$ cat src/logic/crbs_pkg.sv
// Constants, register map and types for the chip reset and brownout sequencer.
// Assumes a single 100 MHz clock and an APB slave with 32-bit data.
package crbs_pkg;
   localparam logic [11:0] CRBS_ADDR_CAUSE  = 12'h000;
   localparam logic [11:0] CRBS_ADDR_CLKSEL = 12'h004;
   localparam logic [11:0] CRBS_ADDR_WDMODE = 12'h008;
   localparam logic [11:0] CRBS_ADDR_WAKEEN = 12'h00c;
   localparam logic [11:0] CRBS_ADDR_STAT   = 12'h010;
   localparam logic [11:0] CRBS_ADDR_IRQEN  = 12'h014;
   localparam logic [11:0] CRBS_ADDR_IRQCLR = 12'h018;
   localparam logic [11:0] CRBS_ADDR_SUPPLY = 12'h01c;
   localparam int CRBS_CAUSE_PIN = 0;
   localparam int CRBS_CAUSE_WD  = 1;
   localparam int CRBS_CAUSE_POR = 2;
   localparam int CRBS_CAUSE_BOD = 3;
   localparam int CRBS_EV_BOD  = 0;
   localparam int CRBS_EV_WD   = 1;
   localparam int CRBS_EV_WAKE = 2;
   localparam int CRBS_NEV     = 3;
   localparam logic [1:0]  CRBS_CLK_IRC      = 2'h0;
   localparam logic [1:0]  CRBS_CLK_MAIN     = 2'h1;
   localparam logic [1:0]  CRBS_CLK_RTC      = 2'h2;
   localparam logic [31:0] CRBS_BOOT_VECTOR  = 32'h0000_0000;
   localparam logic [3:0]  CRBS_CAUSE_RST    = 4'h4;
   // Supply levels in millivolts; hysteresis is added on recovery
   localparam logic [11:0] CRBS_MV_BOD_IRQ   = 12'hb86;
   localparam logic [11:0] CRBS_MV_BOD_RST   = 12'ha5a;
   localparam logic [11:0] CRBS_MV_POR       = 12'h3e8;
   localparam logic [11:0] CRBS_MV_HYST      = 12'h032;
   // Supply synchroniser value after reset: above every threshold, so no false brownout
   localparam logic [11:0] CRBS_MV_SYNC_RST  = 12'hfff;
   localparam int          CRBS_WAKE_NS      = 10240;
   localparam int          CRBS_CLK_NS       = 10;
   localparam int          CRBS_WAKE_CYCLES  = (CRBS_WAKE_NS + CRBS_CLK_NS - 1) / CRBS_CLK_NS;
   typedef struct packed {
      logic       boot;
      logic [1:0] clk_src;
      logic       flash_lock;
   } crbs_core_ctl_t;
endpackage

$ cat src/logic/crbs_seq.sv
// Chip reset and brownout sequencer with APB register slave.
// Assumes supply level words and detector inputs come from analog monitors
// asynchronous to the clock; the core, flash and watchdog are on this clock.
//
// Decided for this implementation: the register addresses and the APB slave port.
`timescale 1ns/1ns
module crbs_seq import crbs_pkg::*; #(
   parameter int WAKE_CYCLES = CRBS_WAKE_CYCLES,
   parameter int NEXT        = 4
) (
   // Clock and reset
   input  wire logic              clock,
   input  wire logic              rst,
   // APB slave
   input  wire logic              psel,
   input  wire logic              penable,
   input  wire logic              pwrite,
   input  wire logic [11:0]       paddr,
   input  wire logic [31:0]       pwdata,
   output logic                   pready,
   output logic                   pslverr,
   output logic [31:0]            prdata,
   // Reset sources and monitors
   input  wire logic              reset_pin_n,
   input  wire logic              por_req,
   input  wire logic [11:0]       core_supply_mv,
   input  wire logic              osc_running,
   input  wire logic              flash_init_done,
   input  wire logic              wd_feed_error,
   input  wire logic [NEXT-1:0]   ext_irq,
   input  wire logic              power_down,
   // Core side
   output logic                   chip_reset,
   output logic [31:0]            fetch_addr,
   output crbs_core_ctl_t         core_ctl,
   output logic                   brownout_detector_irq,
   output logic                   wake_up,
   output logic                   irq
);
   typedef enum logic [1:0] {S_HOLD, S_WAIT, S_RUN} crbs_state_t;

   // Async inputs through two flops before any logic reads them
   logic [1:0]      pin_s1_q;
   logic [1:0]      pin_s2_q;
   logic [1:0]      por_s1_q;
   logic [1:0]      por_s2_q;
   logic [1:0]      osc_s1_q;
   logic [1:0]      osc_s2_q;
   logic [11:0]     mv_s1_q;
   logic [11:0]     mv_s2_q;
   logic [NEXT-1:0] ext_s1_q;
   logic [NEXT-1:0] ext_s2_q;
   logic            pin_rst;
   logic            por_rst;
   assign pin_rst = pin_s2_q[0];
   assign por_rst = por_s2_q[0];

   always_ff @(posedge clock or posedge rst) begin
      if (rst) begin
         pin_s1_q <= 2'h0;
         pin_s2_q <= 2'h0;
      end else begin
         pin_s1_q <= {1'b0, ~reset_pin_n};
         pin_s2_q <= pin_s1_q;
      end
   end

   always_ff @(posedge clock or posedge rst) begin
      if (rst) begin
         por_s1_q <= 2'h0;
         por_s2_q <= 2'h0;
      end else begin
         por_s1_q <= {1'b0, por_req};
         por_s2_q <= por_s1_q;
      end
   end

   always_ff @(posedge clock or posedge rst) begin
      if (rst) begin
         osc_s1_q <= 2'h0;
         osc_s2_q <= 2'h0;
      end else begin
         osc_s1_q <= {1'b0, osc_running};
         osc_s2_q <= osc_s1_q;
      end
   end

   // Starts high so the comparators see no brownout before the first sample
   always_ff @(posedge clock or posedge rst) begin
      if (rst) begin
         mv_s1_q <= CRBS_MV_SYNC_RST;
         mv_s2_q <= CRBS_MV_SYNC_RST;
      end else begin
         mv_s1_q <= core_supply_mv;
         mv_s2_q <= mv_s1_q;
      end
   end

   always_ff @(posedge clock or posedge rst) begin
      if (rst) begin
         ext_s1_q <= '0;
         ext_s2_q <= '0;
      end else begin
         ext_s1_q <= ext_irq;
         ext_s2_q <= ext_s1_q;
      end
   end

   // Brownout comparators with hysteresis; a multi-bit level word is
   // assumed to move slowly enough that double sampling is coherent
   logic bod_irq_q, bod_irq_d, bod_rst_q, bod_rst_d;
   always_comb begin
      bod_irq_d = bod_irq_q;
      bod_rst_d = bod_rst_q;
      if (mv_s2_q < CRBS_MV_BOD_IRQ)
         bod_irq_d = 1'b1;
      else if (mv_s2_q >= CRBS_MV_BOD_IRQ + CRBS_MV_HYST)
         bod_irq_d = 1'b0;
      if (mv_s2_q < CRBS_MV_BOD_RST && mv_s2_q >= CRBS_MV_POR)
         bod_rst_d = 1'b1;
      else if (mv_s2_q < CRBS_MV_POR)
         bod_rst_d = 1'b0;
      else if (mv_s2_q >= CRBS_MV_BOD_RST + CRBS_MV_HYST)
         bod_rst_d = 1'b0;
   end

   // Registers
   logic [3:0]          cause_q, cause_d;
   logic [1:0]          clksel_q, clksel_d;
   logic [1:0]          wdmode_q, wdmode_d;
   logic [NEXT-1:0]     wakeen_q, wakeen_d;
   logic [CRBS_NEV-1:0] stat_q, stat_d, irqen_q, irqen_d;
   logic [31:0]         prdata_q, prdata_d;
   logic                ack_q, ack_d;
   logic                wd_rst, wr, rd;
   logic [CRBS_NEV-1:0] ev;

   // One wait state, so read data is already registered when pready is high
   always_comb begin
      ack_d = psel & penable & ~ack_q;
   end

   always_ff @(posedge clock or posedge rst) begin
      if (rst) begin
         ack_q <= 1'b0;
      end else begin
         ack_q <= ack_d;
      end
   end

   // Writes land on the completing edge, read data is captured one edge earlier
   assign wr     = psel & penable & pwrite & ack_q;
   assign rd     = psel & penable & ~pwrite & ~ack_q;
   assign wd_rst = wd_feed_error & wdmode_q[1];
   assign ev[CRBS_EV_BOD]  = bod_irq_q;
   assign ev[CRBS_EV_WD]   = wd_feed_error & wdmode_q[0];
   assign ev[CRBS_EV_WAKE] = power_down & |(ext_s2_q & wakeen_q);

   function automatic logic hit(input logic [11:0] a, input logic [11:0] off);
      hit = (a == off);
   endfunction

   // Sequencer
   crbs_state_t st_q, st_d;
   logic [15:0] cnt_q, cnt_d;
   logic        any_req;
   assign any_req = pin_rst | por_rst | bod_rst_q | wd_rst;

   always_comb begin
      st_d  = st_q;
      cnt_d = cnt_q;
      case (st_q)
         S_HOLD: begin
            cnt_d = 16'h0000;
            if (!any_req)
               st_d = S_WAIT;
         end
         S_WAIT: begin
            cnt_d = cnt_q + 16'h0001;
            if (any_req)
               st_d = S_HOLD;
            else if (osc_s2_q[0] && flash_init_done && cnt_q >= 16'(WAKE_CYCLES - 1))
               st_d = S_RUN;
         end
         S_RUN: begin
            if (any_req)
               st_d = S_HOLD;
         end
         default: st_d = S_HOLD;
      endcase
   end

   always_ff @(posedge clock or posedge rst) begin
      if (rst) begin
         st_q  <= S_HOLD;
         cnt_q <= 16'h0000;
      end else begin
         st_q  <= st_d;
         cnt_q <= cnt_d;
      end
   end

   always_ff @(posedge clock or posedge rst) begin
      if (rst) begin
         bod_irq_q <= 1'b0;
         bod_rst_q <= 1'b0;
      end else begin
         bod_irq_q <= bod_irq_d;
         bod_rst_q <= bod_rst_d;
      end
   end

   // Cause and status flags; a set wins over a same-cycle software clear
   always_comb begin
      cause_d = cause_q;
      stat_d  = stat_q;
      if (wr && hit(paddr, CRBS_ADDR_CAUSE))
         cause_d = cause_q & ~pwdata[3:0];
      if (wr && hit(paddr, CRBS_ADDR_IRQCLR))
         stat_d = stat_q & ~pwdata[CRBS_NEV-1:0];
      stat_d = stat_d | ev;
      if (pin_rst)
         cause_d[CRBS_CAUSE_PIN] = 1'b1;
      if (wd_rst)
         cause_d[CRBS_CAUSE_WD] = 1'b1;
      if (por_rst)
         cause_d[CRBS_CAUSE_POR] = 1'b1;
      if (bod_rst_q)
         cause_d[CRBS_CAUSE_BOD] = 1'b1;
   end

   // Configuration, held at its reset values from the second cycle of chip reset until release
   always_comb begin
      clksel_d = clksel_q;
      wdmode_d = wdmode_q;
      wakeen_d = wakeen_q;
      irqen_d  = irqen_q;
      if (wr && hit(paddr, CRBS_ADDR_CLKSEL) && pwdata[1:0] != 2'h3)
         clksel_d = pwdata[1:0];
      if (wr && hit(paddr, CRBS_ADDR_WDMODE))
         wdmode_d = pwdata[1:0];
      if (wr && hit(paddr, CRBS_ADDR_WAKEEN))
         wakeen_d = pwdata[NEXT-1:0];
      if (wr && hit(paddr, CRBS_ADDR_IRQEN))
         irqen_d = pwdata[CRBS_NEV-1:0];
      if (st_q != S_RUN) begin
         clksel_d = CRBS_CLK_IRC;
         wdmode_d = 2'h0;
         wakeen_d = '0;
         irqen_d  = '0;
      end
   end

   // Read mux; the word stands one cycle and then returns to zero
   always_comb begin
      prdata_d = 32'h0000_0000;
      if (rd) begin
         case (paddr)
            CRBS_ADDR_CAUSE:  prdata_d = {28'h0, cause_q};
            CRBS_ADDR_CLKSEL: prdata_d = {30'h0, clksel_q};
            CRBS_ADDR_WDMODE: prdata_d = {30'h0, wdmode_q};
            CRBS_ADDR_WAKEEN: prdata_d = 32'(wakeen_q);
            CRBS_ADDR_STAT:   prdata_d = {29'h0, stat_q};
            CRBS_ADDR_IRQEN:  prdata_d = {29'h0, irqen_q};
            CRBS_ADDR_SUPPLY: prdata_d = {20'h0, mv_s2_q};
            default:          prdata_d = 32'h0000_0000;
         endcase
      end
   end

   // Cause flags reset only with the power-on level, so they outlive chip reset
   always_ff @(posedge clock or posedge rst) begin
      if (rst) begin
         cause_q   <= CRBS_CAUSE_RST;
         clksel_q  <= CRBS_CLK_IRC;
         wdmode_q  <= 2'h0;
         wakeen_q  <= '0;
         stat_q    <= '0;
         irqen_q   <= '0;
         prdata_q  <= 32'h0000_0000;
      end else begin
         cause_q   <= cause_d;
         clksel_q  <= clksel_d;
         wdmode_q  <= wdmode_d;
         wakeen_q  <= wakeen_d;
         stat_q    <= stat_d;
         irqen_q   <= irqen_d;
         prdata_q  <= prdata_d;
      end
   end

   // Outputs; reset release follows a registered state, hence synchronous
   assign chip_reset            = (st_q != S_RUN);
   assign fetch_addr            = CRBS_BOOT_VECTOR;
   assign core_ctl.boot         = (st_q == S_RUN);
   assign core_ctl.clk_src      = clksel_q;
   assign core_ctl.flash_lock   = bod_rst_q;
   assign brownout_detector_irq = bod_irq_q;
   assign wake_up               = stat_q[CRBS_EV_WAKE];
   assign irq                   = |(stat_q & irqen_q);
   assign pready                = ack_q;
   assign pslverr               = 1'b0;
   assign prdata                = prdata_q;
endmodule

$ cat config.mk
export PLATFORM = sky130hd
export DESIGN_NAME = crbs_seq
export DESIGN_NICKNAME = d
export VERILOG_FILES = /design/src/logic/crbs_pkg.sv /design/src/logic/crbs_seq.sv
export SDC_FILE = /design/constraint.sdc
export NUM_CORES = 1
export LEC_CHECK = 0
export BUFFER_PORTS_ARGS = -buffer_cell sky130_fd_sc_hd__buf_2
export CAP_MARGIN = 20
export CORE_AREA = 8 8 104 106
export CTS_CLUSTER_DIAMETER = 150
export DETAILED_ROUTE_END_ITERATION = 7
export DIE_AREA = 0 0 112 114
export HOLD_SLACK_MARGIN = 0.08
export PLACE_DENSITY_LB_ADDON = 0.12
export SLEW_MARGIN = 20
export SYNTH_ARGS = -nofsm -noshare
export SYNTH_HDL_FRONTEND = slang
export SYNTH_SLANG_ARGS = --single-unit
$ cat constraint.sdc
create_clock -name clock -period 3.1 [get_ports clock]
set_input_delay 0.775 -clock clock [delete_from_list [all_inputs] [get_ports clock]]
set_output_delay 0.775 -clock clock [all_outputs]
set_load 0.02 [all_outputs]
# Word-level counts from Yosys, hierarchy flattened
# Index checks and enable logic that the tools add are counted.
totals:
  output_inout_bits: 74
  regBits: 109
  inputBits: 71
op_classes:
  bitwise: 22
  n_addsub: 1
  n_eq_ne: 14
  n_mux: 27
  n_lt_le_gt_ge: 7
  reduce_logical: 26
ops:
  columns: ["op", "count"]
  rows:
  - ["$pmux W12 S7", 1]
  - ["$eq A12 B5 Y1 const B", 4]
  - ["$pmux W16 S2", 1]
  - ["$eq A12 B4 Y1 const B", 2]
  - ["$ge A12 B12 Y1 const B", 2]
  - ["$lt A12 B12 Y1 const B", 2]
  - ["$reduce_bool A2 Y1", 10]
  - ["$add A16 B1 Y16 const B", 1]
  - ["$ge A16 B10 Y1 const B", 1]
  - ["$mux W2", 8]
  - ["$eq A12 B3 Y1 const B", 1]
  - ["$ge A12 B10 Y1 const B", 1]
  - ["$logic_not A12 Y1", 1]
  - ["$lt A12 B10 Y1 const B", 1]
  - ["$mux W12", 1]
  - ["$mux W4", 3]
  - ["$logic_and A1 B1 Y1", 10]
  - ["$and A1 B1 Y1", 9]
  - ["$mux W1", 9]
  - ["$mux W3", 3]
  - ["$and A4 B4 Y4", 2]
  - ["$and A3 B3 Y3", 2]
  - ["$ne A2 B2 Y1 const B", 3]
  - ["$pmux W2 S3", 1]
  - ["14 further kinds", 18]

# Depth between registers and ports, before layout
# Gate-level depths: netlist (run 1).
depth:
  word_depth: 7
  depth_mapped: 7
  depth_no_buf: 5

# Worst setup path after synthesis (run 1)
# OpenSTA, ideal clock, no wires.
synth_timing:
  path_type: "reg2out"
  from: "register st_q[0]"
  to: "output core_ctl[3] (netlist bit)"
  slack_ns: 0.964
  arrival_time_ns: 1.361
  stages_incl_launch_ff: 6
  n_path_buf: 2
  cell_sequence: "dfrtp_1 buf_2 clkinv_1 nand2_1 inv_1 clkbuf_1"
synth_rtl:
  columns: ["item", "line", "rtl"]
  rows:
  - ["from (decl)", "crbs_seq.sv:164", "crbs_state_t st_q, st_d;"]
  - ["from (signal assigned)", "crbs_seq.sv:198", "st_q <= st_d;"]
  - ["to (decl)", "crbs_seq.sv:35", "output crbs_core_ctl_t core_ctl,"]

==> key figures, run 1 <==
Outcome
  – Outcome: finished clean

STA
  – Max Transition Viols Final: 0
  – Final Hold Fails: 0
  – Fin crit period: 2.642 ns
  – RSZ-0062 raised after global routing: false
  – Finish-stage setup viols: 0
  – Final period utilization: 85.23%
  – Setup TNS Final: 0 ns
  – Max Freq: 378.5 MHz
  – Worst clock skew: 0.008378 ns
  – Relative slew slack: 49.08%
  – Worst slew pin tran: 0.7630 ns

Worst setup path
  – Reg2reg start: st_q[0]$_DFFE_PP0P_
  – CP required: 2.32 ns
  – CP top delay family: buffers and inverters
  – CP cell instances: clkinv_1 > nand2_1 > inv_1 > buf_2
  – Crit path kind: reg -> out
  – Crit path launch type: flip-flop
  – CP peak stage delay: 0.54 ns
  – CP Data Arrival Time: 1.87 ns
  – R2r endpoint: wakeen_q[1]$_DFFE_PP0P_
  – Crit end category: output port
  – Buf/Inv on CP: 3
  – R2r setup slk: 1.22 ns
  – Worst r2r path cells: 6
  – Crit-path max FO: 9
  – Slowest CP cell: dfrtp_1

Route
  – Avg Vias per Cell: 5.030
  – Detailed Route WL: 8610 µm
  – Antenna Nets Post-Route: 0
  – 1st-pass router iterations: 4
  – WL per Instance: 15.91 µm
  – Drc violations: 0
  – DRT iter0 DRCs: 152
  – Routed vias: 2721

Logic synthesis
  – Top cells by area, synth: dfrtp_1 (40%), dfstp_2 (16%), buf_4 (10%)
  – Sequential fraction of the synthesis area: 56.28%
  – Number of distinct library cells after synthesis: 55
  – Mapped Area: 4013 µm²
  – Synth top area share: 39.91%
  – Post-synth EDFFs: 0
  – Yosys warnings: 0
  – Main synth FF type: dfrtp_1
  – Syn Area/Cell: 11.12 µm²
  – Async SR Flop Fraction: 100.0%
  – Cell taking the most area after synthesis: dfrtp_1
  – Mapped Cells: 361
  – #FFs+latches synth: 89

Hold path
  – Hold Path Origin: ext_s1_q[0]$_DFF_PP0_
  – Worst Hold Path EP: ext_s2_q[0]$_DFF_PP0_
  – Hold Path Class: reg -> reg
  – Hold path cells: 0

CTS
  – Max Root-Sink Buffers: 2
  – Hold_buf cts: 0
  – Clk sinks: 89
  – CTS tree: done
  – Clk root buf: clkbuf_8
  – Resize count post-CTS: 0
  – CTS HTree Levels: 3
  – Total CTS buffers: 9
  – Clock Pin Slew Worst Setup and Hold Paths: 0.09 ns
  – Clock latency on the worst-skew pair: 0.35 ns
  – Post-CTS setup buffers: 0

Power and ir drop
  – Worst vdd ir: 0.2605 mV
  – PD cells: 497.7 nW/µm²
  – Total power: 2.220 mW
  – Static leakage: 2.107 nW

Place
  – GPL Wtd Cong: 0.8540
  – Placed Cells: 525
  – Dpl hpwl: 6385 µm
  – Buffers on Ports: 63
  – DP Area: 4247 µm²

Global route
  – Global routing's busiest layer: met2
  – Total gr overflow: 0
  – Total track usage: 13.88%
  – Global-route wire length before repair: 14270 µm
  – Met3 Use GR: 4.120%
  – Largest net degree at the start of global routing: 48
  – M2 GR Usage: 20.64%
  – GR Util met1: 18.85%
  – Vias in the first global route: 2812
  – Initial antenna violation count: 0

Final layout
  – Layout Cells excl Fill: 541
  – Area Overhead vs Synth: 11.16%
  – Final nets: 497
  – Fillers: 844
  – Multi-input logic area: 1453 µm²
  – Layout cells sized above 1: 27.91%
  – Core Util, Final: 48.97%
  – Fin area: 4461 µm²
  – # diodes: 0
  – Area taken by flip-flops and latches: 2258 µm²

Flow run
  – Max_cap viols: 0

Floorplan
  – Die area: 12770 µm²
  – Die span in x: 112 µm
  – IO Pins: 145
  – # rows: 35
  – Total core area: 9109 µm²
  – Die H: 114 µm
  – Starting density of the core: 44.05%
[worst max path at each step]
stage,startpoint,endpoint,slack [ns],cells past startpoint
final,st_q[0]$_DFFE_PP0P_,core_ctl[3],0.46,4
after detailed placement,paddr[7],prdata[5]$_DFF_PP0_,0.57,5
after global placement,paddr[7],prdata[5]$_DFF_PP0_,0.63,5
after global routing,st_q[0]$_DFFE_PP0P_,core_ctl[3],0.31,4
after floorplan,rst,bod_rst_q$_DFFE_PP0P_,0.06,1
after CTS,st_q[0]$_DFFE_PP0P_,core_ctl[3],0.43,4
[stage by stage]
stage	hold slack (ns)	worst slack, ns
floorplan	0.3312	0.05947
global placement	0.3351	0.6266
detailed placement	0.3363	0.5749
CTS	0.3588	0.4322
global route	0.3629	0.3069
finish	0.3573	0.4579
[flip-flops by register name, summed over array words and instances (netlist names)]
name,cells
osc_s1_q,1
stat_q,3
por_s2_q,1
irqen_q,3
por_s1_q,1
pin_s1_q,1
osc_s2_q,1
cnt_q,16
pin_s2_q,1
cause_q,4
wakeen_q,4
prdata,12
clksel_q,2
bod_rst_q,1
mv_s1_q,12
st_q,2
ext_s1_q,4
wdmode_q,2
ext_s2_q,4
pready,1
brownout_detector_irq,1
mv_s2_q,12
[layer usage]
metal  vias up  share of wire (%)
met5         -                  0
met4         0               0.55
met3         4                6.6
met2        91                 45
met1      1321                 48
li1       1305                  -
[kinds of logic after synthesis]
logic type	Yosys count	synth area share (%)
other	1	0.09346
AND/OR/NAND/NOR	107	14.78
AO/OA/AOI/OAI	72	11.76
flip-flops	89	56.28
adder cells (fa/ha/maj)	1	0.3118
buffers and inverters	76	12.38
multiplexers	15	4.397
[cell type report]
| type | instances | area share, % |
|---|---|---|
| clock buffers | 10 | 3.338 |
| repair buffers | 67 | 8.022 |
| inverters | 10 | 0.8696 |
| well taps | 111 | 3.114 |
| multi-input cells | 248 | 32.57 |
| flip-flops and latches | 89 | 50.63 |
| clock inverters | 6 | 1.459 |
[worst register-to-register path, stage by stage, from the launching register on]
cell,delay (ns)
dfrtp_1,0.54
clkinv_1,0.32
nand2_1,0.35
inv_1,0.13
buf_4,0.19
nand2_1,0.12
o21ai_0,0.12
[where the power goes]
group / switching (mW) / internal [mW]
clock network: 0.458 / 0.366
registers: 0.0226 / 1.20
logic: 0.125 / 0.0444
[cells in the final DEF (no fill, tap or decap), drive strengths merged, types with 2 or more instances in the layout]
cell type	synthesis	layout
nor2	16	16
a31oi	4	4
o21ai	18	18
a21o	6	6
a21oi	14	14
nor3	7	7
nor4	3	3
nand3	19	19
nor4b	2	2
nand4	8	8
a22oi	3	3
mux2i	12	12
and3b	2	2
and3	2	2
clkinv	1	4
o211ai	7	7
conb	1	53
inv	9	12
or3	2	2
nand2	21	21
and2	8	8
dfstp	25	25
mux4	2	2
and4	5	5
nand2b	5	5
a22o	4	4
clkbuf	5	10
o31ai	4	4
dfrtp	64	64
or4	4	4
buf	61	67
[synth_stat cells (2+ instances only)]
| cell type | count |
|---|---|
| o211ai_1 | 7 |
| or4_2 | 2 |
| o21ai_0 | 18 |
| and4_1 | 5 |
| buf_4 | 55 |
| nand4_1 | 7 |
| mux4_2 | 2 |
| nor2_1 | 16 |
| a31oi_1 | 4 |
| a21o_1 | 6 |
| buf_1 | 2 |
| nand2_1 | 21 |
| clkbuf_1 | 5 |
| nor4_1 | 3 |
| a22o_1 | 4 |
| nand3_1 | 18 |
| and2_1 | 8 |
| buf_2 | 4 |
| nor3_1 | 7 |
| or4_1 | 2 |
| inv_1 | 9 |
| nand2b_1 | 5 |
| dfstp_2 | 25 |
| a22oi_1 | 3 |
| and3b_1 | 2 |
| a21oi_1 | 14 |
| o31ai_1 | 4 |
| nor4b_1 | 2 |
| dfrtp_1 | 64 |
| mux2i_1 | 12 |
No activity file was read; power rests on OpenSTA's default activity.
==> inputs of run 2 (changes only) <==
--- a/config.mk
+++ b/config.mk
@@ -7,10 +7,10 @@
 export LEC_CHECK = 0
 export BUFFER_PORTS_ARGS = -buffer_cell sky130_fd_sc_hd__buf_2
 export CAP_MARGIN = 20
-export CORE_AREA = 8 8 104 106
+export CORE_AREA = 8 8 99 101
 export CTS_CLUSTER_DIAMETER = 150
 export DETAILED_ROUTE_END_ITERATION = 7
-export DIE_AREA = 0 0 112 114
+export DIE_AREA = 0 0 107 109
 export HOLD_SLACK_MARGIN = 0.08
 export PLACE_DENSITY_LB_ADDON = 0.12
 export SLEW_MARGIN = 20
==> constraint.sdc (replaced) <==
create_clock -name clock -period 2.49 [get_ports clock]
set_input_delay 0.6225 -clock clock [delete_from_list [all_inputs] [get_ports clock]]
set_output_delay 0.6225 -clock clock [all_outputs]
set_load 0.02 [all_outputs]
==> key figures, run 2 (same netlist as run 1, synthesis figures left out) <==
STA
  – Fin crit period: 2.165 ns
  – Worst clock skew: 0.008520 ns
  – Max Freq: 461.9 MHz
  – Final period utilization: 86.94%
  – Max Transition Viols Final: 0
  – Worst slew pin tran: 0.5955 ns
  – RSZ-0062 raised after global routing: false
  – Final Hold Fails: 0
  – Finish-stage setup viols: 0
  – Relative slew slack: 60.22%
  – Final setup margin: 0.3251 ns
  – Setup TNS Final: 0 ns

Power and ir drop
  – Reg power frac: 56.4%
  – Power share of the combinational group: 8.0%
  – Clock power frac: 35.6%
  – Static leakage: 2.114 nW
  – Internal power: 1.950 mW
  – Switching Power: 0.7558 mW
  – Sw frac: 27.94%
  – Worst vdd ir: 0.3004 mV
  – PD cells: 604.0 nW/µm²

Global route
  – Largest net degree at the start of global routing: 39
  – Total gr overflow: 0
  – Global-route wire length before repair: 13410 µm
  – GR Util met1: 17.74%
  – M2 GR Usage: 23.76%
  – Global routing's busiest layer: met2
  – Initial antenna violation count: 0
  – Met3 Use GR: 3.664%
  – Total track usage: 14.48%
  – Vias in the first global route: 2723

Final layout
  – Layout cells sized above 1: 28.74%
  – Area Overhead vs Synth: 11.63%
  – Largest Register: cnt_q
  – Final nets: 502
  – Multi-input logic area: 1453 µm²
  – Most common cell after layout, fill and taps aside: dfrtp_1
  – Max reg flops: 16
  – # diodes: 0
  – Most frequent cells in the layout: dfrtp_1 (64), buf_2 (63), conb_1 (53), dfstp_2 (25), nand2_1 (21)
  – Fillers: 780
  – Area taken by flip-flops and latches: 2258 µm²

Route
  – DRT iter0 DRCs: 66
  – Antenna Nets Post-Route: 0
  – Detailed Route WL: 8343 µm
  – 1st-pass router iterations: 4
  – Drc violations: 0
  – Avg Vias per Cell: 5.077
  – Routed vias: 2757
  – WL per Instance: 15.36 µm

Floorplan
  – Die H: 109 µm
  – Total core area: 8381 µm²
  – Die area: 11660 µm²
  – # rows: 34
  – Starting density of the core: 47.88%
  – Die span in x: 107 µm
  – IO Pins: 145

CTS
  – CTS tree: done
  – Total CTS buffers: 9
  – Clk root buf: clkbuf_8
  – Hold_buf cts: 0
  – Clock Pin Slew Worst Setup and Hold Paths: 0.10 ns
  – CTS HTree Levels: 3
  – Max Root-Sink Buffers: 2
  – Clock latency on the worst-skew pair: 0.36 ns
  – Post-CTS setup buffers: 0
  – Clk sinks: 89
  – Resize count post-CTS: 0

Place
  – Dpl hpwl: 6339 µm
  – Buffers on Ports: 63
  – Place WS: 0.2921 ns
  – GPL Wtd Cong: 0.8125

Worst setup path
  – Crit path launch type: flip-flop
  – CP cell instances: nand2_1 > inv_1 > buf_2
  – Crit path kind: reg -> out
  – Slowest CP cell: dfrtp_1
  – Crit end category: output port
  – CP peak stage delay: 0.72 ns
  – Crit-path max FO: 17
  – CP required: 1.87 ns
  – CP Data Arrival Time: 1.54 ns
  – R2r setup slk: 0.61 ns

Flow run
  – Max_cap viols: 0

Hold path
  – Hold Path Class: in -> async

Outcome
  – Outcome: finished clean
run 2: per-stage QoR:
step / utilization [%] / hold WS (ns) / instances / power [mW] / cell area (µm²)
finish: 53.45 / 0.3192 / 543 / 2.705 / 4479
global route: 53.45 / 0.3271 / 543 / 2.837 / 4479
CTS: 53.45 / 0.3328 / 543 / 2.737 / 4479
detailed placement: 51.10 / 0.3347 / 527 / 1.769 / 4283
global placement: 51.10 / 0.3321 / 527 / 1.766 / 4283
floorplan: - / 0.3312 / 413 / 1.754 / 4212
run 2: path summary, 6_finish.rpt:
kind	cells after the start	end	start
max	3	core_ctl[3]	st_q[1]$_DFFE_PP0P_
min	2	st_q[1]$_DFFE_PP0P_	rst
max reg2reg	4	cnt_q[13]$_DFFE_PP0P_	st_q[1]$_DFFE_PP0P_
min reg2reg	0	mv_s2_q[11]$_DFF_PP1_	mv_s1_q[11]$_DFF_PP1_
max in group asynchronous	3	mv_s1_q[1]$_DFF_PP1_	rst
min in group clock	1	mv_s1_q[8]$_DFF_PP1_	core_supply_mv[8]
run 2: power by group through the flow:
stage / Clock [mW] / Combinational, mW / Sequential, mW
2_1_floorplan: 0 / 0.210 / 1.54
3_3_place_gp: 0 / 0.214 / 1.55
3_5_place_dp: 0 / 0.217 / 1.55
4_1_cts: 0.995 / 0.217 / 1.53
5_1_grt: 1.06 / 0.242 / 1.53
6_report: 0.963 / 0.218 / 1.52
run 2: layout make-up:
cell class | count | area share (%)
inverter | 10 | 0.9218
sequential | 89 | 50.42
clock buffer | 9 | 2.765
clock inverter | 7 | 1.620
tap | 108 | 3.017
timing repair buffer | 72 | 8.827
multi-input combinational | 248 | 32.43
run 2: routing by layer:
| layer | vias to the layer above | part of all wire (%) |
|---|---|---|
| met5 | - | 0 |
| met4 | 0 | 2.0 |
| met3 | 12 | 7.6 |
| met2 | 91 | 49 |
| met1 | 1328 | 42 |
| li1 | 1326 | - |
run 2: worst max-delay path, delay by kind of cell (launching register included):
kind | cells | cell delay, ns
buffers and inverters | 2 | 0.28
and+or+nand+nor | 1 | 0.19
DFF | 1 | 0.72
